`src/verilog/dcs_defines.svh`:
```
// Register map, field positions, reset values of the DMA channel count/status block.
// Assumes inclusion by the package and the top module only.
`ifndef DCS_DEFINES_SVH
`define DCS_DEFINES_SVH
`define DCS_NUM_CHAN        8
`define DCS_OFF_COLL        12'h000
`define DCS_OFF_ACT         12'h004
`define DCS_OFF_RAMADDR     12'h008
`define DCS_OFF_IRQ_STAT    12'h00C
`define DCS_OFF_IRQ_MASK    12'h010
`define DCS_OFF_CHAN_EN     12'h014
`define DCS_OFF_PAD_BASE    12'h040
`define DCS_OFF_CNT_BASE    12'h080
`define DCS_CNT_W           10
`define DCS_PERIPH_WRITE_COLLISION_LSB       8
`define DCS_RAM_WRITE_COLLISION_LSB       0
`define DCS_LAST_LSB        8
`define DCS_LAST_RESET      4'hF
`define DCS_RST_16          16'h0000
`define DCS_IRQ_W           3
`endif

```
`src/verilog/dcs_pkg.sv`:
```
// Types shared by the DMA channel count/status block.
// Assumes dcs_defines.svh on the include path.
`include "dcs_defines.svh"
package dcs_pkg;
    typedef logic [15:0] dcs_half_t;
    typedef logic [7:0]  dcs_chan_vec_t;
    typedef logic [2:0]  dcs_chan_id_t;
    typedef enum logic [1:0] {
        DCS_IDLE = 2'b00,
        DCS_DATA = 2'b01
    } dcs_phase_t;
    typedef struct packed {
        dcs_phase_t    phase;
        logic          wr;
        logic [11:0]   addr;
        logic [31:0]   rdata;
        dcs_half_t [7:0] pad;
        logic [7:0][9:0] cnt;
        dcs_chan_vec_t periph_write_collision;
        dcs_chan_vec_t ram_write_collision;
        logic [3:0]    last_chan;
        dcs_chan_vec_t pp_sel;
        dcs_half_t     ram_addr;
        dcs_chan_vec_t chan_en;
        logic [2:0]    irq_stat;
        logic [2:0]    irq_mask;
    } dcs_state_t;
endpackage

```
`src/verilog/dcs_top.sv`:
```
// AHB-Lite slave holding per-channel peripheral address and transfer count
// registers, plus collision, activity, ping-pong and recent-RAM-address status.
// Assumes a transfer engine on CORE_CLK reports its events as one-cycle pulses.
// Functional notes
// - Every channel has a 16-bit read/write peripheral address register cleared at reset.
// - Every channel has a 10-bit count in a 16-bit register, upper bits zero; a block is count plus one.
// - A peripheral write collision on a channel sets its flag at bits 15..8.
// - A DMA RAM write collision on a channel sets its flag at bits 7..0.
// - Last-active-channel at bits 11..8 resets to 1111 and then holds the channel of each transfer.
// - A read-only ping-pong bit per channel reads one when the secondary start address is selected.
// - A 16-bit read-only register holds the DMA RAM address of the most recent access.
// - Bits 15..12 of the activity status register read as zero.
// - In ping-pong mode a channel alternates start addresses on successive blocks.
// - A channel is active while its enable bit is set.
//
// Decided for this implementation: the register addresses and the AHB-Lite slave port.
`timescale 1ns/1ns
`include "dcs_defines.svh"
module dcs_top (
    // Clock, reset, enable
    input  wire logic                  CORE_CLK,
    input  wire logic                  RST,
    input  wire logic                  CLK_EN,
    // AHB-Lite slave
    input  wire logic                  HSEL,
    input  wire logic [11:0]           HADDR,
    input  wire logic [1:0]            HTRANS,
    input  wire logic                  HWRITE,
    input  wire logic [2:0]            HSIZE,
    input  wire logic [31:0]           HWDATA,
    input  wire logic                  HREADY,
    output logic      [31:0]           HRDATA,
    output logic                       HREADYOUT,
    output logic                       HRESP,
    // Transfer engine events
    input  wire logic                  XFER_DONE,
    input  wire dcs_pkg::dcs_chan_id_t XFER_CHAN,
    input  wire dcs_pkg::dcs_half_t    XFER_RAM_ADDR,
    input  wire logic                  BLOCK_DONE,
    input  wire dcs_pkg::dcs_chan_vec_t PINGPONG_MODE,
    input  wire dcs_pkg::dcs_chan_vec_t PERIPH_COLLISION,
    input  wire dcs_pkg::dcs_chan_vec_t RAM_COLLISION,
    // Configuration to the engine
    output dcs_pkg::dcs_chan_vec_t     CHAN_ACTIVE,
    output dcs_pkg::dcs_chan_vec_t     PINGPONG_SEL,
    output logic [8*16-1:0]            CHAN_PERIPH_ADDR,
    output logic [8*10-1:0]            CHAN_XFER_COUNT,
    // Interrupt
    output logic                       IRQ
);
    import dcs_pkg::*;

    localparam int NCH = 8;
    initial begin
        if (NCH != `DCS_NUM_CHAN) $error("dcs_top supports exactly eight channels");
    end

    dcs_state_t s;
    dcs_state_t next_s;

    logic       addr_phase;
    logic [2:0] idx;
    logic [31:0] rd_mux;
    logic [2:0] events;
    logic       clr_stat;
    logic [11:0] a;
    logic [11:0] ra;
    logic [2:0] rd_idx;

    assign addr_phase = HSEL && HTRANS[1] && HREADY;
    assign a = s.addr;
    assign idx = a[4:2];
    assign ra = {HADDR[11:2], 2'b00};
    assign rd_idx = HADDR[4:2];
    assign events = {|PERIPH_COLLISION | |RAM_COLLISION, XFER_DONE, BLOCK_DONE};

    // Next-state logic: bus phases, register writes, hardware updates
    always_comb begin
        next_s = s;
        rd_mux = 32'h0000_0000;
        clr_stat = 1'b0;
        // Hardware events
        if (XFER_DONE) begin
            next_s.last_chan = {1'b0, XFER_CHAN};
            next_s.ram_addr = XFER_RAM_ADDR;
        end
        if (BLOCK_DONE && PINGPONG_MODE[XFER_CHAN] && s.chan_en[XFER_CHAN]) begin
            next_s.pp_sel[XFER_CHAN] = ~s.pp_sel[XFER_CHAN];
        end
        // Data phase completes in the cycle after the address phase
        if (s.phase == DCS_DATA) begin
            next_s.phase = DCS_IDLE;
            if (s.wr) begin
                if (a == `DCS_OFF_COLL) begin
                    next_s.periph_write_collision = s.periph_write_collision & HWDATA[15:8];
                    next_s.ram_write_collision = s.ram_write_collision & HWDATA[7:0];
                end else if (a == `DCS_OFF_IRQ_MASK) begin
                    next_s.irq_mask = HWDATA[2:0];
                end else if (a == `DCS_OFF_CHAN_EN) begin
                    next_s.chan_en = HWDATA[7:0];
                end else if (a[11:5] == 7'(`DCS_OFF_PAD_BASE >> 5)) begin
                    next_s.pad[idx] = HWDATA[15:0];
                end else if (a[11:5] == 7'(`DCS_OFF_CNT_BASE >> 5)) begin
                    next_s.cnt[idx] = HWDATA[9:0];
                end
            end
        end
        // Hardware set wins over any software write clear
        next_s.periph_write_collision = next_s.periph_write_collision | PERIPH_COLLISION;
        next_s.ram_write_collision = next_s.ram_write_collision | RAM_COLLISION;
        next_s.irq_stat = next_s.irq_stat | events;
        // New address phase; read data taken from the updated state so it stands in the data phase
        if (addr_phase) begin
            next_s.phase = DCS_DATA;
            next_s.wr = HWRITE;
            next_s.addr = ra;
            if (!HWRITE) begin
                if (ra == `DCS_OFF_COLL) begin
                    rd_mux[15:0] = {next_s.periph_write_collision, next_s.ram_write_collision};
                end else if (ra == `DCS_OFF_ACT) begin
                    rd_mux[15:0] = {4'h0, next_s.last_chan, next_s.pp_sel};
                end else if (ra == `DCS_OFF_RAMADDR) begin
                    rd_mux[15:0] = next_s.ram_addr;
                end else if (ra == `DCS_OFF_IRQ_STAT) begin
                    rd_mux[2:0] = next_s.irq_stat;
                    clr_stat = 1'b1;
                end else if (ra == `DCS_OFF_IRQ_MASK) begin
                    rd_mux[2:0] = next_s.irq_mask;
                end else if (ra == `DCS_OFF_CHAN_EN) begin
                    rd_mux[7:0] = next_s.chan_en;
                end else if (ra[11:5] == 7'(`DCS_OFF_PAD_BASE >> 5)) begin
                    rd_mux[15:0] = next_s.pad[rd_idx];
                end else if (ra[11:5] == 7'(`DCS_OFF_CNT_BASE >> 5)) begin
                    rd_mux[9:0] = next_s.cnt[rd_idx];
                end
                next_s.rdata = rd_mux;
                // Events of this cycle are in the returned word, so clearing loses none
                if (clr_stat) begin
                    next_s.irq_stat = 3'h0;
                end
            end
        end
    end

    // State register
    always_ff @(posedge CORE_CLK or posedge RST) begin
        if (RST) begin
            s <= '0;
            s.last_chan <= `DCS_LAST_RESET;
        end else if (CLK_EN) begin
            s <= next_s;
        end
    end

    // Outputs
    assign HRDATA = s.rdata;
    assign HREADYOUT = 1'b1;
    assign HRESP = 1'b0;
    assign CHAN_ACTIVE = s.chan_en;
    assign PINGPONG_SEL = s.pp_sel;
    assign CHAN_PERIPH_ADDR = s.pad;
    assign CHAN_XFER_COUNT = s.cnt;
    assign IRQ = |(s.irq_stat & s.irq_mask);
endmodule // dcs_top
```
`config.mk`:
```
export PLATFORM = sky130hd
export DESIGN_NAME = dcs_top
export DESIGN_NICKNAME = d
export VERILOG_FILES = /design/src/verilog/dcs_pkg.sv /design/src/verilog/dcs_top.sv
export VERILOG_INCLUDE_DIRS = /design/src /design/src/verilog
export SDC_FILE = /design/constraint.sdc
export NUM_CORES = 1
export LEC_CHECK = 0
export BUFFER_PORTS_ARGS = -buffer_cell sky130_fd_sc_hd__clkbuf_2
export CAP_MARGIN = 20
export CORE_AREA = 10 10 189 191
export CTS_CLUSTER_DIAMETER = 60
export CTS_CLUSTER_SIZE = 40
export DETAILED_ROUTE_END_ITERATION = 16
export DIE_AREA = 0 0 199 201
export MAX_ROUTING_LAYER = met4
export PLACE_DENSITY = 0.95
export SYNTH_ARGS = -nofsm -noshare
export SYNTH_HDL_FRONTEND = slang
export SYNTH_SLANG_ARGS = --single-unit
```
`constraint.sdc`:
```
create_clock -name CORE_CLK -period 18.4 [get_ports CORE_CLK]
set_input_delay 3.68 -clock CORE_CLK [delete_from_list [all_inputs] [get_ports CORE_CLK]]
set_output_delay 3.68 -clock CORE_CLK [all_outputs]
set_load 0.05 [all_outputs]
```
==> flow_summary.html <==
<table>
<tr><th>Metric</th><th>Value</th></tr>
<tr><th colspan="2">Run status</th></tr>
<tr><td>Outcome</td><td>finished clean</td></tr>
<tr><th colspan="2">Floorplan</th></tr>
<tr><td>Core Rows</td><td>66</td></tr>
<tr><td>Die Ht</td><td>201 µm</td></tr>
<tr><td>Boundary pin count</td><td>359</td></tr>
<tr><td>Floorplan die area</td><td>0.0400 mm²</td></tr>
<tr><td>Effective utilization at floorplan</td><td>0.588</td></tr>
<tr><td>Placeable Area</td><td>0.0320 mm²</td></tr>
<tr><td>Chip Width</td><td>199 µm</td></tr>
<tr><th colspan="2">Logic synthesis</th></tr>
<tr><td>EDFF count, synth</td><td>0</td></tr>
<tr><td>Netlist cell types</td><td>69</td></tr>
<tr><td>Post-Synth Simple-Gate Area</td><td>0.0890</td></tr>
<tr><td>Combinational family with the most area after synthesis</td><td>multiplexers</td></tr>
<tr><td>Seq cells post-synth</td><td>294</td></tr>
<tr><td>Biggest area contributors in the synthesized netlist</td><td>dfrtp_1 (39%), mux2_2 (16%), mux2i_1 (11%), buf_4 (11%), mux4_2 (3.3%)</td></tr>
<tr><td>Multiplexer share of the synthesized area</td><td>0.312</td></tr>
<tr><td>Mean cell area of the mapped netlist</td><td>10.7 µm²</td></tr>
<tr><td>Most used DFF post-synth</td><td>dfrtp_1</td></tr>
<tr><td>Total number of yosys warnings</td><td>0</td></tr>
<tr><td>Post-synthesis cell type with the largest combined area</td><td>dfrtp_1</td></tr>
<tr><td>Post-synth design cell area</td><td>0.0188 mm²</td></tr>
<tr><td>Share of the synthesized netlist area taken by xor and xnor gates</td><td>0.000465</td></tr>
<tr><td>Sequential share of the synthesized area</td><td>0.391</td></tr>
<tr><td>Share of flip-flops with an asynchronous set or reset</td><td>1.00</td></tr>
<tr><td>Yosys top cell area share</td><td>0.385</td></tr>
<tr><td>Adder-Cell Fraction of Synth Area</td><td>0</td></tr>
<tr><td>Number of standard cells after synthesis</td><td>1763</td></tr>
<tr><td>Synth Area in Compound Gates</td><td>0.0716</td></tr>
<tr><th colspan="2">Critical path</th></tr>
<tr><td>Start-to-end type of the worst setup path</td><td>primary input to flip-flop</td></tr>
<tr><td>CP dominant cell by count</td><td>nand2_1</td></tr>
<tr><td>Maximum single-stage delay on the critical path</td><td>0.90 ns</td></tr>
<tr><td>Ordered cell list for the critical path</td><td>clkbuf_2, nor4_1, nand2_1, nor2_1, nand2_1, a2111oi_0, or3_1, o31ai_1, a21oi_1</td></tr>
<tr><td>Arrival time at the worst endpoint</td><td>7.71 ns</td></tr>
<tr><td>Maximum fanout encountered on the critical timing path</td><td>9</td></tr>
<tr><td>Setup slack on the worst flop-to-flop path</td><td>14.48 ns</td></tr>
<tr><td>Type of origin of the critical path</td><td>primary input</td></tr>
<tr><td>Required time at the worst-slack endpoint</td><td>18.90 ns</td></tr>
<tr><td>Cell with the biggest individual delay on the critical path</td><td>a2111oi_0</td></tr>
<tr><td>Sort of element at the end of the critical path</td><td>flip-flop</td></tr>
<tr><th colspan="2">Detailed routing</th></tr>
<tr><td>Detailed-route wire length per cell</td><td>29.6 µm</td></tr>
<tr><td>Via/cell ratio</td><td>6.66</td></tr>
<tr><td>Number of nets with antenna violations after detailed routing</td><td>0</td></tr>
<tr><td>Drt pass-1 iters</td><td>6</td></tr>
<tr><td>Total length of routed wires</td><td>65.1 mm</td></tr>
<tr><td>Iter 0 DRT Violations</td><td>2257</td></tr>
<tr><td>DRC violation count after routing</td><td>0</td></tr>
<tr><td>Total number of vias</td><td>14700</td></tr>
<tr><th colspan="2">Timing</th></tr>
<tr><td>Final Hold Viols</td><td>0</td></tr>
<tr><td>Fin Clk Skew</td><td>0.0189 ns</td></tr>
<tr><td>Ratio of final minimum period to clock period</td><td>0.392</td></tr>
<tr><td>Worst-case headroom to the max-slew limit</td><td>0.209</td></tr>
<tr><td>Setup-violating endpoint count in the final report</td><td>0</td></tr>
<tr><td>RSZ-0062 raised after global routing</td><td>false</td></tr>
<tr><td>Max Clock Freq</td><td>0.139 GHz</td></tr>
<tr><td>TNS Setup</td><td>0 ns</td></tr>
<tr><td>Transition time at the pin with the least slew margin</td><td>1.18 ns</td></tr>
<tr><td>Count of final max-slew check failures</td><td>0</td></tr>
<tr><td>Min cycle time layout</td><td>7.20 ns</td></tr>
<tr><td>Smallest hold slack</td><td>0.495 ns</td></tr>
<tr><th colspan="2">Global route</th></tr>
<tr><td>Antenna violations before repair</td><td>8</td></tr>
<tr><td>Global-route congestion overflow total</td><td>0</td></tr>
<tr><td>Total global routing track utilization</td><td>0.323</td></tr>
<tr><td>Wire length of the first global-routing pass</td><td>95.3 mm</td></tr>
<tr><td>Pin count of the biggest net entering global routing</td><td>153</td></tr>
<tr><td>Via count of the first global-routing pass</td><td>14700</td></tr>
<tr><th colspan="2">Power</th></tr>
<tr><td>Power per Cell Area</td><td>77.0 mW/mm²</td></tr>
<tr><td>Power consumption</td><td>1.52 mW</td></tr>
<tr><td>Reported leakage power</td><td>9.33 nW</td></tr>
<tr><td>Maximum vdd ir drop</td><td>70.7 µV</td></tr>
<tr><th colspan="2">Clock network</th></tr>
<tr><td>Total of hold buffers inserted after clock tree synthesis</td><td>0</td></tr>
<tr><td>TritonCTS clock tree</td><td>done</td></tr>
<tr><td>Buffers inserted by post-CTS timing repair</td><td>0</td></tr>
<tr><td>Clock-pin transition on the worst setup and hold timing paths</td><td>0.08 ns</td></tr>
<tr><td>Number of levels the H-tree was split into</td><td>1</td></tr>
<tr><td>Clock latency on the worst-skew pair</td><td>0.58 ns</td></tr>
<tr><td>Number of gates resized after CTS</td><td>0</td></tr>
<tr><td>Worst-case clock buffer depth</td><td>3</td></tr>
<tr><td>CTS Buf Count</td><td>27</td></tr>
<tr><td>Root cell of the clock tree</td><td>clkbuf_16</td></tr>
<tr><td>Clock Sink Count</td><td>294</td></tr>
<tr><th colspan="2">Place</th></tr>
<tr><td>Gpl congestion</td><td>0.988</td></tr>
<tr><td>Placed Cells incl. Taps</td><td>2141</td></tr>
<tr><td>Instance area at placement</td><td>0.0188 mm²</td></tr>
<tr><td>Count of buffers from port buffering</td><td>318</td></tr>
<tr><td>Detailed-placement wirelength estimate</td><td>45.0 mm</td></tr>
<tr><th colspan="2">Layout</th></tr>
<tr><td>Proportion of layout cells with a drive suffix above 1</td><td>0.410</td></tr>
<tr><td>Post-layout instance count excluding filler cells</td><td>2200</td></tr>
<tr><td>Post-Layout Inst Area</td><td>0.0197 mm²</td></tr>
<tr><td>Net count of the finished layout</td><td>1863</td></tr>
<tr><td>Most common library cell in the layout ignoring fill and taps</td><td>clkbuf_2</td></tr>
<tr><td>Filler instances</td><td>2457</td></tr>
<tr><td>Layout area overhead</td><td>4.81%</td></tr>
<tr><td>Top library cells by usage in the layout, fill and taps aside</td><td>clkbuf_2 (318), dfrtp_1 (290), mux2_2 (271), mux2i_1 (213), nand2_1 (120)</td></tr>
<tr><th colspan="2">Flow run</th></tr>
<tr><td>Max cap viols</td><td>0</td></tr>
<tr><th colspan="2">Worst hold path</th></tr>
<tr><td>Worst min-delay path class</td><td>flip-flop to flip-flop</td></tr>
</table>
-- synth_stat cells, types with 3 or more instances --
library cell    n
dfrtp_1       290
mux2_2        271
buf_4         264
mux2i_1       213
nand2_1       120
clkbuf_1      108
o21ai_0        65
nor2_1         57
a21oi_1        46
mux4_2         28
nor3_1         27
nand3_1        26
nor4_1         16
a22oi_1        14
nand4_1        14
buf_2          13
inv_1          12
nand2b_1       12
a211oi_1       11
o22ai_1        11
buf_1          10
nand3b_1        9
o21a_1          9
o21ai_1         8
o221ai_1        7
or3_1           7
a31oi_1         6
nor2b_1         6
mux2_1          5
nor4_4          5
a2111oi_0       4
dfstp_2         4
nor4_2          4
o211ai_1        4
o31ai_1         4
a221oi_1        3
and2_1          3
and3_1          3
o32a_1          3
or2_2           3
-- worst paths after layout --
path / cells after the start / to / startpoint
setup / recovery: 9 / HRDATA[4]$_DFFE_PP0P_ / HADDR[8]
hold / removal: 2 / HRDATA[13]$_DFFE_PP0P_ / HRDATA[13]$_DFFE_PP0P_
setup reg to reg: 9 / HRDATA[7]$_DFFE_PP0P_ / a[4]$_DFFE_PP0P_
hold reg to reg: 2 / HRDATA[13]$_DFFE_PP0P_ / HRDATA[13]$_DFFE_PP0P_
max in group asynchronous: 4 / s[4]$_DFFE_PP0P_ / RST
min in group asynchronous: 2 / CHAN_XFER_COUNT[6]$_DFFE_PP0P_ / RST
-- sequential cells by signal, indices dropped and copies added (netlist names) --
signal	count
CHAN_XFER_COUNT	80
HRDATA	16
PINGPONG_SEL	8
CHAN_ACTIVE	8
s	44
a	10
CHAN_PERIPH_ADDR	128
-- area by class of cell --
| type | count | area (µm²) | share of cell area |
|---|---|---|---|
| multi-input cells | 1075 | 9020 | 0.457 |
| flip-flops and latches | 294 | 7360 | 0.373 |
| repair buffers | 352 | 1870 | 0.0946 |
| clock buffers | 29 | 703 | 0.0356 |
| well taps | 408 | 510 | 0.0259 |
| clock inverters | 21 | 205 | 0.0104 |
| inverters | 13 | 56.3 | 0.00285 |
| diodes | 8 | 20.0 | 0.00101 |
-- critical path: cells and delay by family --
| kind | cells | cell delay [ns] |
|---|---|---|
| AOI/OAI and AO/OA | 3 | 1.19 |
| and+or+nand+nor | 5 | 2.72 |
| buffers and inverters | 1 | 0.10 |
-- power by group --
group          switching, mW  leakage [nW]  internal, mW  total, mW
Clock                  0.289         0.449         0.303      0.592
Combinational          0.170          4.97        0.0612      0.231
Sequential            0.0264          3.91         0.671      0.698
Total                  0.486          9.33          1.04       1.52
-- kinds of logic after synthesis --
family,Yosys count
AOI/OAI and AO/OA,214
buffers and inverters,410
and+or+nand+nor,325
DFF,294
other,2
muxes,517
xor gates and xnor gates,1
-- per-stage QoR --
stage,setup WS [ns],utilization
after detailed placement,11.29,0.586
after global routing,11.26,0.616
after floorplan,6.61,-
final,11.20,0.616
after CTS,11.66,0.615
after global placement,11.37,0.586
-- routing by layer --
| metal | vias to the layer above | wire length [µm] | global-route usage |
|---|---|---|---|
| li1 | 6042 | - | - |
| met1 | 7196 | 23900 | 0.393 |
| met2 | 1117 | 28900 | 0.471 |
| met3 | 299 | 8150 | 0.0974 |
| met4 | 0 | 4120 | 0.178 |
| met5 | - | 0 | - |
Power figures use the tool's default switching activity.
